<file path="config.mk">
export PLATFORM = sky130hd
export DESIGN_NAME = keyed_watchdog_timer
export DESIGN_NICKNAME = d
export VERILOG_FILES = /design/src/inc/keyed_watchdog_pkg.sv /design/src/keyed_watchdog_timer.sv /design/src/wdt_edge_detect.sv
export VERILOG_INCLUDE_DIRS = /design/src /design/src/inc
export SDC_FILE = /design/constraint.sdc
export NUM_CORES = 1
export LEC_CHECK = 0
export BUFFER_PORTS_ARGS = -buffer_cell sky130_fd_sc_hd__buf_4
export CAP_MARGIN = 30
export CORE_ASPECT_RATIO = 0.7
export CORE_UTILIZATION = 55
export DETAILED_ROUTE_END_ITERATION = 10
export PLACE_DENSITY = 0.89
export SLEW_MARGIN = 20
export SYNTH_ARGS = -nofsm -noshare
export SYNTH_HDL_FRONTEND = slang
export SYNTH_HIERARCHICAL = 1
export SYNTH_SLANG_ARGS = --single-unit
</file>
<file path="constraint.sdc">
create_clock -name clock -period 5.75 [get_ports clock]
set_clock_uncertainty 0.05 [all_clocks]
set_input_delay 0.8625 -clock clock [delete_from_list [all_inputs] [get_ports clock]]
set_output_delay 0.8625 -clock clock [all_outputs]
set_load 0.01 [all_outputs]
</file>
<file path="src/inc/keyed_watchdog_params.svh">
// Constants for the keyed watchdog timer
`ifndef KEYED_WATCHDOG_PARAMS_SVH
`define KEYED_WATCHDOG_PARAMS_SVH
`define WDT_ADDR_CONTROL 12'h000
`define WDT_ADDR_SYSFLAGS 12'h004
`define WDT_ADDR_STATUS 12'h008
`define WDT_ADDR_IRQ_MASK 12'h00c
`define WDT_ADDR_CONFIG 12'h010
`define WDT_ADDR_EVENT 12'h014
`define WDT_CONTROL_RESET 8'h53
`define WDT_KEY_MSB 7
`define WDT_KEY_LSB 3
`define WDT_SEL_MSB 2
`define WDT_SEL_LSB 0
`define WDT_KEY_ENABLE 5'h0a
`define WDT_KEY_DISABLE 5'h15
`define WDT_FAULT_RC_EDGES 2'h2
`define WDT_LOG_SEL0 8
`define WDT_LOG_SEL1 10
`define WDT_LOG_SEL2 12
`define WDT_LOG_SEL3 14
`define WDT_LOG_SEL4 15
`define WDT_LOG_SEL5 16
`define WDT_LOG_SEL6 17
`define WDT_LOG_SEL7 18
`define WDT_SYSDIV_LAST 2'h3
`define WDT_BIT_KEYFAULT 0
`define WDT_BIT_IDLEKEEP 7
`define WDT_ST_TIMEOUT 0
`define WDT_ST_POWERDOWN 1
`define WDT_ST_KEYFAULT 0
`define WDT_ST_EXPIRE 1
`define WDT_ST_WAKE 2
`define WDT_CFG_ALWAYS 0
`define WDT_CFG_USE_SUB 1
`define WDT_CFG_SUB_XTAL 2
`define WDT_EV_CLEAR 0
`define WDT_EV_HALT 1
`endif

</file>
<file path="src/inc/keyed_watchdog_pkg.sv">
// Types for the keyed watchdog timer
package keyed_watchdog_pkg;
  typedef enum logic [1:0] {
    MODE_RUN,
    MODE_SLOW,
    MODE_IDLE,
    MODE_SLEEP
  } power_mode_e;
  typedef enum logic [1:0] {
    FAULT_IDLE,
    FAULT_WAIT,
    FAULT_FIRE
  } fault_state_e;
endpackage

</file>
<file path="src/keyed_watchdog_timer.sv">
// Keyed watchdog timer with APB registers and reset outputs
//
// Decided for this implementation: the register addresses and the APB interface to the registers.
`timescale 1ns/1ps
`include "keyed_watchdog_params.svh"
module keyed_watchdog_timer #(
  parameter int CNT_W = 18
) (
  input wire logic clock,
  input wire logic rst,
  input wire logic psel,
  input wire logic penable,
  input wire logic pwrite,
  input wire logic [11:0] paddr,
  input wire logic [31:0] pwdata,
  input wire logic [3:0] pstrb,
  output logic [31:0] prdata,
  output logic pready,
  output logic pslverr,
  input wire logic sysClockLevel,
  input wire logic lowRcLevel,
  input wire logic lowXtalLevel,
  input wire logic [1:0] powerMode,
  output logic deviceReset,
  output logic pcSpReset,
  output logic wakeUp,
  output logic irq
);
  logic [7:0] control_q;
  logic [2:0] config_q;
  logic keyFault_q;
  logic idleKeep_q;
  logic timeoutFlag_q;
  logic powerDown_q;
  logic [2:0] status_q;
  logic [2:0] mask_q;
  logic [CNT_W-1:0] count_q;
  logic [1:0] sysDiv_q;
  logic [1:0] faultCnt_q;
  keyed_watchdog_pkg::fault_state_e fault_q;
  logic [31:0] rdata_d;
  logic sysRise, rcRise, xtalRise, subTick, baseTick, tick;
  logic wr, rd, clearCmd, haltCmd, expire, keyLegal, wdtOn, lowPower, fire;
  logic [4:0] key;
  logic [CNT_W-1:0] ratioLast;
  logic [3:0] [7:0] wbytes;

  wdt_edge_detect u_sys (.clock(clock), .rst(rst), .level(sysClockLevel), .rise(sysRise));
  wdt_edge_detect u_rc (.clock(clock), .rst(rst), .level(lowRcLevel), .rise(rcRise));
  wdt_edge_detect u_xtal (.clock(clock), .rst(rst), .level(lowXtalLevel), .rise(xtalRise));

  assign wbytes = pwdata;
  assign wr = psel & penable & pwrite;
  assign rd = psel & penable & ~pwrite;
  assign key = control_q[`WDT_KEY_MSB:`WDT_KEY_LSB];
  assign clearCmd = wr && paddr == `WDT_ADDR_EVENT && pwdata[`WDT_EV_CLEAR];
  assign haltCmd = wr && paddr == `WDT_ADDR_EVENT && pwdata[`WDT_EV_HALT];
  assign keyLegal = key == `WDT_KEY_ENABLE || key == `WDT_KEY_DISABLE;
  // Always-enabled option ignores the disable key
  assign wdtOn = keyLegal && (config_q[`WDT_CFG_ALWAYS] || key == `WDT_KEY_ENABLE);
  assign lowPower = powerMode == keyed_watchdog_pkg::MODE_IDLE || powerMode == keyed_watchdog_pkg::MODE_SLEEP;
  assign subTick = config_q[`WDT_CFG_SUB_XTAL] ? xtalRise : rcRise;
  // System clock input is whatever currently drives the core, so rate follows it
  assign baseTick = sysRise && sysDiv_q == `WDT_SYSDIV_LAST;
  assign tick = config_q[`WDT_CFG_USE_SUB] ? subTick : baseTick;

  always_comb begin
    case (control_q[`WDT_SEL_MSB:`WDT_SEL_LSB])
      3'h0: ratioLast = CNT_W'((1 << `WDT_LOG_SEL0) - 1);
      3'h1: ratioLast = CNT_W'((1 << `WDT_LOG_SEL1) - 1);
      3'h2: ratioLast = CNT_W'((1 << `WDT_LOG_SEL2) - 1);
      3'h3: ratioLast = CNT_W'((1 << `WDT_LOG_SEL3) - 1);
      3'h4: ratioLast = CNT_W'((1 << `WDT_LOG_SEL4) - 1);
      3'h5: ratioLast = CNT_W'((1 << `WDT_LOG_SEL5) - 1);
      3'h6: ratioLast = CNT_W'((1 << `WDT_LOG_SEL6) - 1);
      default: ratioLast = CNT_W'((1 << `WDT_LOG_SEL7) - 1);
    endcase
  end
  assign expire = wdtOn && tick && count_q == ratioLast;
  assign fire = fault_q == keyed_watchdog_pkg::FAULT_FIRE;

  always_ff @(posedge clock) begin
    if (rst) begin
      sysDiv_q <= 2'h0;
    end else if (sysRise) begin
      sysDiv_q <= sysDiv_q + 2'h1;
    end
  end

  always_ff @(posedge clock) begin
    if (rst || fire || clearCmd || haltCmd || !wdtOn || expire) begin
      count_q <= '0;
    end else if (tick) begin
      count_q <= count_q + CNT_W'(1);
    end
  end

  // Fault counts low RC edges so the reset lands 1 to 2 of its cycles late
  always_ff @(posedge clock) begin
    if (rst) begin
      fault_q <= keyed_watchdog_pkg::FAULT_IDLE;
      faultCnt_q <= 2'h0;
    end else begin
      case (fault_q)
        keyed_watchdog_pkg::FAULT_IDLE: begin
          faultCnt_q <= 2'h0;
          if (!keyLegal) begin
            fault_q <= keyed_watchdog_pkg::FAULT_WAIT;
          end
        end
        keyed_watchdog_pkg::FAULT_WAIT: begin
          if (rcRise) begin
            faultCnt_q <= faultCnt_q + 2'h1;
            if (faultCnt_q + 2'h1 == `WDT_FAULT_RC_EDGES) begin
              fault_q <= keyed_watchdog_pkg::FAULT_FIRE;
            end
          end
        end
        keyed_watchdog_pkg::FAULT_FIRE: fault_q <= keyed_watchdog_pkg::FAULT_IDLE;
        default: fault_q <= keyed_watchdog_pkg::FAULT_IDLE;
      endcase
    end
  end

  always_ff @(posedge clock) begin
    if (rst || fire) begin
      control_q <= `WDT_CONTROL_RESET;
    end else if (wr && paddr == `WDT_ADDR_CONTROL && pstrb[0]) begin
      control_q <= wbytes[0];
    end
  end

  always_ff @(posedge clock) begin
    if (rst) begin
      config_q <= 3'h0;
    end else if (wr && paddr == `WDT_ADDR_CONFIG && pstrb[0]) begin
      config_q <= pwdata[2:0];
    end
  end

  // Hardware set wins over a software clear in the same cycle
  always_ff @(posedge clock) begin
    if (rst) begin
      keyFault_q <= 1'b0;
      idleKeep_q <= 1'b0;
    end else begin
      if (fire) begin
        keyFault_q <= 1'b1;
      end else if (wr && paddr == `WDT_ADDR_SYSFLAGS && pstrb[0] && !pwdata[`WDT_BIT_KEYFAULT]) begin
        keyFault_q <= 1'b0;
      end
      if (wr && paddr == `WDT_ADDR_SYSFLAGS && pstrb[0]) begin
        idleKeep_q <= pwdata[`WDT_BIT_IDLEKEEP];
      end
    end
  end

  always_ff @(posedge clock) begin
    if (rst) begin
      timeoutFlag_q <= 1'b0;
      powerDown_q <= 1'b0;
    end else if (expire) begin
      timeoutFlag_q <= 1'b1;
      powerDown_q <= lowPower ? 1'b1 : powerDown_q;
    end else if (haltCmd) begin
      timeoutFlag_q <= 1'b0;
      powerDown_q <= 1'b1;
    end else if (clearCmd) begin
      powerDown_q <= 1'b0;
    end
  end

  always_ff @(posedge clock) begin
    if (rst) begin
      deviceReset <= 1'b0;
      pcSpReset <= 1'b0;
      wakeUp <= 1'b0;
    end else begin
      deviceReset <= fire || (expire && !lowPower);
      pcSpReset <= expire && lowPower;
      wakeUp <= expire && lowPower;
    end
  end

  always_ff @(posedge clock) begin
    if (rst) begin
      status_q <= 3'h0;
      mask_q <= 3'h0;
    end else begin
      status_q[`WDT_ST_KEYFAULT] <= fire | (status_q[`WDT_ST_KEYFAULT] &
        ~(wr && paddr == `WDT_ADDR_STATUS && pwdata[`WDT_ST_KEYFAULT]));
      status_q[`WDT_ST_EXPIRE] <= expire | (status_q[`WDT_ST_EXPIRE] &
        ~(wr && paddr == `WDT_ADDR_STATUS && pwdata[`WDT_ST_EXPIRE]));
      status_q[`WDT_ST_WAKE] <= (expire && lowPower) | (status_q[`WDT_ST_WAKE] &
        ~(wr && paddr == `WDT_ADDR_STATUS && pwdata[`WDT_ST_WAKE]));
      if (wr && paddr == `WDT_ADDR_IRQ_MASK && pstrb[0]) begin
        mask_q <= pwdata[2:0];
      end
    end
  end

  always_ff @(posedge clock) begin
    if (rst) begin
      irq <= 1'b0;
    end else begin
      irq <= |(status_q & mask_q);
    end
  end

  always_comb begin
    rdata_d = 32'h0;
    case (paddr)
      `WDT_ADDR_CONTROL: rdata_d = {24'h0, control_q};
      `WDT_ADDR_SYSFLAGS: rdata_d = {24'h0, idleKeep_q, 6'h0, keyFault_q};
      `WDT_ADDR_STATUS: rdata_d = {29'h0, status_q};
      `WDT_ADDR_IRQ_MASK: rdata_d = {29'h0, mask_q};
      `WDT_ADDR_CONFIG: rdata_d = {29'h0, config_q};
      `WDT_ADDR_EVENT: rdata_d = {26'h0, wdtOn, powerDown_q, timeoutFlag_q, 3'h0};
      default: rdata_d = 32'h0;
    endcase
  end

  // Answer in the first access cycle; addresses above WDT_ADDR_EVENT flag an error
  always_ff @(posedge clock) begin
    if (rst) begin
      prdata <= 32'h0;
      pready <= 1'b0;
      pslverr <= 1'b0;
    end else begin
      pready <= psel && !penable;
      prdata <= rdata_d;
      pslverr <= psel && !penable && paddr > `WDT_ADDR_EVENT;
    end
  end

  // Counted apart from the state machine so the check does not copy it
  logic [1:0] rcSeen_q;
  always_ff @(posedge clock) begin
    if (rst || fault_q == keyed_watchdog_pkg::FAULT_IDLE) begin
      rcSeen_q <= 2'h0;
    end else if (rcRise && rcSeen_q != 2'h3) begin
      rcSeen_q <= rcSeen_q + 2'h1;
    end
  end
endmodule

</file>
<file path="src/wdt_edge_detect.sv">
// Rising edge detector for a sampled clock level
`timescale 1ns/1ps
module wdt_edge_detect (
  input wire logic clock,
  input wire logic rst,
  input wire logic level,
  output logic rise
);
  logic prev_q;
  // Held high in reset so a level already up gives no false edge
  always_ff @(posedge clock) begin
    if (rst) begin
      prev_q <= 1'b1;
    end else begin
      prev_q <= level;
    end
  end
  assign rise = level & ~prev_q;
endmodule

</file>
# After elaboration in Yosys (flattened, before gate mapping)

Index checks and enable logic that the tools add are counted.
W data, S select, Z words.

$add $sub $neg: 3
Magnitude comparators: 1
Equal/unequal tests: 24
Multiplexer cells: 18
Bitwise gates (word level): 18
Reduce and logical (&&, ||, !) cells: 48

Operators by type and width:

| kind                    | number |
|---|---|
| $pmux W18 S7            | 1 |
| $pmux W8 S6             | 1 |
| $eq A12 B4 Y1 const B   | 2 |
| $eq A12 B5 Y1 const B   | 2 |
| $logic_and A1 B1 Y1     | 24 |
| $add A18 B1 Y18 const B | 1 |
| $eq A18 B18 Y1          | 1 |
| $eq A12 B3 Y1 const B   | 1 |
| $gt A12 B5 Y1 const B   | 1 |
| $logic_not A12 Y1       | 1 |
| $eq A2 B2 Y1 const B    | 5 |
| $mux W1                 | 10 |
| $eq A3 B3 Y1 const B    | 3 |
| $logic_or A1 B1 Y1      | 9 |
| $and A1 B1 Y1           | 8 |
| $mux W2                 | 4 |
| $pmux W2 S2             | 2 |
| $eq A3 B2 Y1 const B    | 2 |
| $ne A2 B2 Y1 const B    | 3 |
| $not A1 Y1              | 6 |
| $reduce_bool A2 Y1      | 3 |
| $eq A5 B4 Y1 const B    | 1 |
| $eq A5 B5 Y1 const B    | 1 |
| $add A2 B1 Y2 const B   | 2 |
| other kinds (12)        | 18 |

Register bits: 85
Input bits: 58
Output and inout bits: 38
Logic and storage cells: 133

# Logic depth before layout (Yosys ltp)

Gate-level depths: netlist (run 1).

Depth in word-level cells: 8
Depth in mapped cells: 9
Mapped depth without buffers: 7

# By module

Netlist (run 1), hierarchy kept.

By module, submodules not included:

| module               | instances | cells an instance | area each (um2) | seq. area each (um2) |
|---|---|---|---|---|
| keyed_watchdog_timer | 1         | 323               | 2920.3          | 1161.1 |
| wdt_edge_detect      | 3         | 3                 | 32.5            | 20.0 |

# Worst setup path after synthesis (run 1)

Ideal clock, no wire load.

Kind: input -> register
Start: input lowRcLevel
End: register count_q[10]
Library setup time: 0.115 ns
Arrival: 2.628 ns
Data required time: 5.585 ns
Setup slack: 2.957 ns
Stages: 9
Path buffers: 2
Cell sequence: nor2b_1 > mux2i_1 > mux2i_2 > o2111ai_1 > or4_1 > buf_2 > nand3_4 > buf_12 > nor2_2

Cells in the longest elaborated chain, start to end: 6

Ends and longest elaborated chain:

| element                          | RTL line                   | RTL |
|---|---|---|
| start: declaration               | keyed_watchdog_timer.sv:21 | `input wire logic lowRcLevel,` |
| $and A1 B1 Y1 (*)                | wdt_edge_detect.sv:18      | `assign rise = level & ~prev_q;` |
| $mux W1 (*)                      | keyed_watchdog_timer.sv:62 | `` assign subTick = config_q[`WDT_CFG_SUB_XTAL] ? xtalRise : rcRise; `` |
| $mux W1 (*)                      | keyed_watchdog_timer.sv:65 | `` assign tick = config_q[`WDT_CFG_USE_SUB] ? subTick : baseTick; `` |
| $logic_and A1 B1 Y1 (2 in a row) | keyed_watchdog_timer.sv:79 | `assign expire = wdtOn && tick && count_q == ratioLast;` |
| $logic_or A1 B1 Y1               | keyed_watchdog_timer.sv:91 | `if (rst \|\| fire \|\| clearCmd \|\| haltCmd \|\| !wdtOn \|\| expire) begin` |
| end signal: assignment           | keyed_watchdog_timer.sv:94 | `count_q <= count_q + CNT_W'(1);` |
| end: declaration                 | keyed_watchdog_timer.sv:37 | `logic [CNT_W-1:0] count_q;` |

Mark *: on every way between the ends. The rest lies on a longest branch, timed or not.
A chain may end at the register's enable or synchronous reset.

# Final worst setup path (run 1)

Start: input paddr[11]
End: register control_q[4]

Cells in the longest elaborated chain, start to end: 3

Ends and longest elaborated chain:

| element                       | RTL line                    | RTL |
|---|---|---|
| start: declaration            | keyed_watchdog_timer.sv:14  | `input wire logic [11:0] paddr,` |
| $logic_not A12 Y1             | -                           |  |
| $logic_and A1 B1 Y1 (no line) | -                           |  |
| $logic_and A1 B1 Y1           | keyed_watchdog_timer.sv:128 | `` end else if (wr && paddr == `WDT_ADDR_CONTROL && pstrb[0]) begin `` |
| end signal: assignment        | keyed_watchdog_timer.sv:127 | `` control_q <= `WDT_CONTROL_RESET; `` |
| end signal: assignment        | keyed_watchdog_timer.sv:129 | `control_q <= wbytes[0];` |
| end: declaration              | keyed_watchdog_timer.sv:29  | `logic [7:0] control_q;` |

Every way passes these cells.

==> results of run 1 <==
==> registers in the layout (all words and copies together), names as in the netlist, 2 cells and up <==
register / count
mask_q: 3
control_q: 8
count_q: 18
config_q: 3
prdata: 8
faultCnt_q: 2
sysDiv_q: 2
fault_q: 2
status_q: 3
==> report_power, final <==
part / total [uW] / switching (uW) / leakage, uW / internal [uW]
Combinational: 46.6 / 27.6 / 0.000741 / 19.0
Sequential: 426 / 0.799 / 0.000493 / 425
Clock: 377 / 157 / 0.000101 / 220
Total: 849 / 186 / 0.00133 / 663
==> synth_stat cells, drive strengths merged (5+ instances only) <==
cell type  number  share of area, %
dfxtp          61                40
nor2           50               7.1
buf            30               7.8
nand2          26               3.2
mux2i          21               7.1
xor2           14               4.1
a21oi           9               1.5
nand3           9               1.9
nor3            8               1.3
and3            7               1.5
clkbuf          7              0.87
o21ai           7               1.2
xnor2           7               2.0
nand2b          6               1.2
nand4           6               1.2
nor2b           6               1.2
nor4            6               1.5
a22oi           5               1.2
nor3b           5               1.4
==> per-stage QoR <==
step,hold slack [ns],worst slack [ns],area [um^2]
final,0.428,2.63,3450
after global routing,0.453,2.51,3450
after detailed placement,0.412,2.38,3250
after CTS,0.422,2.71,3450
after global placement,0.400,2.49,3250
after floorplan,0.387,2.96,3100
==> worst paths after layout <==
kind | from | to | cells past startpoint
worst max-delay path | paddr[11] | control_q[4] | 7
worst min-delay path | timeoutFlag_q | timeoutFlag_q | 2
worst max register to register | u_rc/prev_q | count_q[12] | 7
worst min register to register | timeoutFlag_q | timeoutFlag_q | 2
==> critical path: cells and delay by family <==
kind	cells	cell delay, ns
buf+inv	1	0.11
mux	1	0.27
simple gates	5	2.03
==> cell type report <==
class	instances	area, um^2	area share (%)
multi-input cells	255	1610	46.7
flip-flops and latches	61	1220	35.4
repair buffers	43	323	9.35
clock buffers	11	151	4.38
well taps	72	90.1	2.61
clock inverters	4	47.5	1.38
inverters	2	7.51	0.217
==> layout by cell type (no fill, tap or decap), drive strengths merged, types with 2 or more instances in the layout <==
cell type and n:
nand3 9, clkinv 2, xnor2 7, mux2i 21, o22ai 2, nand2 26, a2111oi 2, a22oi 5
dfxtp 61, nor4 6, or4 2, and4 4, clkbuf 11, nand4 6, inv 2, a222oi 3
mux2 4, nor3b 5, and2 2, a31oi 2, xor2 14, a21oi 9, nor2b 6, nor2 50
nor3 8, o21ai 7, nand2b 6, conb 24, or2 4, and3 7, ha 3, buf 43
==> kinds of logic after synthesis <==
family | synth area share (%)
simple gates | 26.7
xor+xnor | 6.09
other cells | 0.124
flops | 40.5
buf+inv | 8.96
compound gates | 7.88
fa+ha+maj | 1.24
mux | 8.58
==> metal layers <==
metal / share of wire, % / vias up / global-route usage [%]
li1: - / 1199 / -
met1: 47 / 1175 / 29.7
met2: 46 / 71 / 34.2
met3: 6.6 / 4 / 6.19
met4: 0.71 / 0 / 7.26
met5: 0 / - / 0
==> summary.md, run 1 <==
| Metric | Value |
|---|---|
| Pwr dens | 246 nW/um^2 |
| Total Nets Final | 433 |
| Die width | 90.5 um |
| Wire length per cell | 13.8 um |
| CTS root buf | clkbuf_8 |
| Layout cell share with drive strength beyond 1 | 21.8% |
| Starting density of the core | 57.4% |
| Die area | 5790 um^2 |
| First-pass GRT wire length | 10,000 um |
| Synth Cell Area | 3020 um^2 |
| Worst Hold Class | flip-flop to flip-flop |
| Overall routing resource usage | 22.1% |
| DP Cell Count | 433 |
| GRT overflow | 0 |
| DR vias/cell | 5.47 |
| Postcts setup bufs | 0 |
| Setup tns final | 0 ns |
| RSZ-0062 raised after global routing | false |
| Fin. max-slew vios | 0 |
| Ys Warns | 6 |
| Tmin final | 3.12 ns |
| Status | complete, no violations |
| Crit-path max FO | 9 |
| Fmax | 0.320 GHz |
| # diodes | 0 |
| # hold bufs at CTS | 0 |
| Initial antenna violation count | 0 |
| Fillers | 428 |
| Worst-Margin Slew | 0.879 ns |
| CP Capture Type | flip-flop |
| Fin. Hold Viols | 0 |
| Core area | 5260 um^2 |
| Vias | 2,449 |
| Reg2reg setup slack | 3.14 ns |
| Distinct cell type count after synthesis | 53 |
| Post-synthesis sequential area ratio | 40.5% |
| Dominant synthesized flop cell | dfxtp_1 |
| Slowest stage delay, CP | 0.75 ns |
| Layout area overhead | 14.4% |
| Clk slew on worst S/H paths | 0.07 ns |
| Mean post-synth cell area | 9.09 um^2 |
| Max_cap viols | 0 |
| Peak VDD IR | 0.000183 V |
| Total power | 849 uW |
| CTS tree | yes |
| GPL Wtd Cong | 0.828 |
| Pre-antenna DRT Iters | 4 |
| I/O Buffers | 43 |
| Clock Tree Buf Depth | 2 |
| Mapped Cells | 332 |
| Worst-Skew Late Latency | 0.33 ns |
| Crit path arrival time | 3.28 ns |
| Io pins | 96 |
| Post_cts resized | 0 |
| Initial DRC count | 165 |
| Required @ worst endpoint | 5.91 ns |
| Setup-failing EPs final | 0 |
| Slowest cell on the critical path | nor3_1 |
| Critical Path Start Type | input pin |
| Largest net degree at the start of global routing | 31 |
| Post-route ant nets | 0 |
| Finished Core Util | 65.7% |
| #FFs+latches synth | 61 |
| Fin crit share | 54.3% |
| Placed wire-length estimate | 4600 um |
| Setup Crit Path Kind | input pin to flip-flop |
| Post-synth EDFFs | 0 |
| H-Tree Depth | 3 |
| Final WL | 6180 um |
| Vias in the first global route | 2,169 |
| Static leakage | 0.00133 uW |
| CTS buffer count | 9 |
| Slew HR | 41.0% |
| Post-Layout Cell Count | 448 |
| DRC Markers | 0 |
| Rows | 22 |
| Clock Sinks | 61 |
| Critical Path, Cell by Cell | buf_4 -> nor4_2 -> nand3_1 -> nor3_1 -> and3_1 -> mux2i_1 -> nand2_1 |
| Ys async rst share | 0% |
| Chip height | 64.0 um |
No activity file was read; power rests on OpenSTA's default activity.
==> run 2: changes to the inputs <==
- CORE_UTILIZATION: 55 -> 46
- PLACE_DENSITY: 0.89 -> 0.8
- clock period: 5.75 -> 2.65 ns (I/O delays scaled with it)
==> summary.md, run 2 (synthesis results as in run 1) <==
| Metric | Value |
|---|---|
| Status | complete, no violations (unchanged) |
| Final WL | 6460 um (was 6180 um) |
| GPL Wtd Cong | 0.863 (was 0.828) |
| Placed wire-length estimate | 4720 um (was 4600 um) |
| Final worst setup slack | 0.281 ns (was 2.63 ns) |
| Worst-Skew Late Latency | 0.34 ns (was 0.33 ns) |
| Post-route cell area | 3490 um^2 (was 3450 um^2) |
| Starting density of the core | 48.1% (was 57.4%) |
| Initial DRC count | 160 (was 165) |
| DR vias/cell | 5.35 (was 5.47) |
| # diodes | 0 (unchanged) |
| Die width | 98.8 um (was 90.5 um) |
| Pwr dens | 514 nW/um^2 (was 246 nW/um^2) |
| H-Tree Depth | 3 (unchanged) |
| Rows | 24 (was 22) |
| Max FFs per register | 18 (unchanged) |
| Fin. Hold Viols | 0 (unchanged) |
| Met1 WL | 3080 um (was 2880 um) |
| Post-Layout Cell Count | 459 (was 448) |
| Chip height | 69.8 um (was 64.0 um) |
| DP Cell Count | 444 (was 433) |
| I/O Buffers | 43 (unchanged) |
| Sw frac | 23.3% (was 21.9%) |
| Clock Sinks | 61 (unchanged) |
| Placed inst area | 3300 um^2 (was 3250 um^2) |
| Total Nets Final | 438 (was 433) |
| Commonest non-fill, non-tap cell in the layout | dfxtp_1 (unchanged) |
| Static leakage | 0.00135 uW (was 0.00133 uW) |
| Setup tns final | 0 ns (unchanged) |
| Commonest cells after routing, fill and taps aside | dfxtp_1 (61), buf_4 (48), nor2_1 (39) (was dfxtp_1 (61), buf_4 (43), nor2_1 (39)) |
| Clock Tree Buf Depth | 2 (unchanged) |
| Setup-failing EPs final | 0 (unchanged) |
| Hold path startpoint | penable (was timeoutFlag_q) |
| CTS root buf | clkbuf_8 (unchanged) |
| Fin. max-slew vios | 0 (unchanged) |
| CP Launch Point | control_q[1] (was paddr[11]) |
| Worst Hold Class | input pin to flip-flop (was flip-flop to flip-flop) |
| First-pass GRT wire length | 10,800 um (was 10,000 um) |
| Clk slew on worst S/H paths | 0.07 ns (about the same) |
| Vias | 2,454 (was 2,449) |
| RSZ-0062 raised after global routing | false (unchanged) |
| Peak VDD IR | 0.000337 V (was 0.000183 V) |
| Layout cell share with drive strength beyond 1 | 22.8% (was 21.8%) |
| Critical Path Start Type | flip-flop (was input pin) |
| CTS buffer count | 9 (unchanged) |
| DRC Markers | 0 (unchanged) |
| Fillers | 563 (was 428) |
| Reg power frac | 51.6% (was 50.1%) |
| Layout area overhead | 15.5% (was 14.4%) |
| Largest net degree at the start of global routing | 31 (unchanged) |
| Setup Crit Path Kind | flip-flop to flip-flop (was input pin to flip-flop) |
| CP Capture Type | flip-flop (unchanged) |
| Fin crit share | 89.4% |
| Worst r2r src | control_q[1] (was u_rc/prev_q) |
| Crit-path max FO | 18 (was 9) |
| Met2 routed WL | 2840 um (was 2850 um) |
| Postcts setup bufs | 0 (unchanged) |
| Io pins | 96 (unchanged) |
| Vias in the first global route | 2,289 (was 2,169) |
| Worst-Margin Slew | 0.537 ns (was 0.879 ns) |
| Max_cap viols | 0 (unchanged) |
| Largest Register | count_q (unchanged) |
| Initial antenna violation count | 0 (unchanged) |
| Crit path arrival time | 2.54 ns (was 3.28 ns) |
| CTS tree | yes (unchanged) |
| Core area | 6280 um^2 (was 5260 um^2) |
| Sw Pwr | 418 uW (was 186 uW) |
| Slew HR | 64.2% (was 41.0%) |
| Post-route ant nets | 0 (unchanged) |
| Largest regs | count_q x18, control_q x8, prdata x8 (unchanged) |
| Required @ worst endpoint | 2.82 ns (was 5.91 ns) |
| Fmax | 0.422 GHz |
| Place WS | 0.219 ns (was 2.38 ns) |
| Max Used Layer | met4 (unchanged) |
| Overall routing resource usage | 20.2% (was 22.1%) |
| Power share of the clock group | 42.7% (was 44.4%) |
| Total power | 1790 uW (was 849 uW) |
| Wire length per cell | 14.1 um (was 13.8 um) |
| Die area | 6890 um^2 (was 5790 um^2) |
| Tmin final | 2.37 ns |
| GRT overflow | 0 (unchanged) |
| Gate power share | 5.7% (was 5.5%) |
| Metal3 WL | 439 um (was 409 um) |
| Pre-antenna DRT Iters | 5 (was 4) |
| Pint | 1370 uW (was 663 uW) |
run 2: cell count changes in the layout (fill, tap and decap cells not counted), sizes merged:
| cell | previous run | this run |
|---|---|---|
| clkinvlp | 1 | 2 |
| bufinv | 1 | 0 |
| clkinv | 2 | 1 |
| buf | 43 | 48 |
| clkbuf | 11 | 12 |
run 2: final timing paths:
path / cells past startpoint / slack, ns / endpoint
hold / removal: 2 / 0.19 / pready
setup reg to reg: 6 / 0.28 / count_q[1]
setup / recovery: 6 / 0.28 / count_q[1]
hold reg to reg: 2 / 0.42 / timeoutFlag_q
run 2: stage by stage:
step / hold WS (ns) / util, %
after floorplan: 0.387 / -
after global placement: 0.406 / 52.6
after detailed placement: 0.406 / 52.6
after CTS: 0.170 / 55.5
after global routing: 0.180 / 55.5
final: 0.190 / 55.5
run 2: cell type report:
class / instances / area [um^2] / share of cell area [%]
Clock buffer: 12 / 165 / 4.74
Timing Repair Buffer: 48 / 360 / 10.3
Inverter: 2 / 7.51 / 0.215
Tap cell: 78 / 97.6 / 2.80
Clock inverter: 3 / 20.0 / 0.574
Multi-Input combinational cell: 255 / 1610 / 46.3
Sequential cell: 61 / 1220 / 35.0
run 2: power groups by stage:
stage	Combinational [uW]	Clock (uW)	Sequential (uW)
after floorplan	77.9	0	944
after global placement	98.1	0	944
after detailed placement	101	0	944
after CTS	102	787	923
after global routing	111	831	923
final	103	764	923
run 2: what timing repair did:
item,4_1_cts,5_1_grt
gates resized for setup,0,1
hold buffers,0,0
endpoints found under the hold margin,0,0
endpoints found under the setup margin,0,18
run 2: critical path, cell delays in order, from the launching register on:
cell,delay (ns)
dfxtp_1,0.50
inv_1,0.10
a2111oi_1,0.50
nor2_1,0.07
or4_1,0.63
nand3_4,0.32
nor2_1,0.09
run 2: per-layer routing:
layer	vias to the layer above	global-route usage, %
met2	88	29.7
met4	0	7.96
met5	-	0
met3	11	6.75
met1	1150	27.1
li1	1205	-
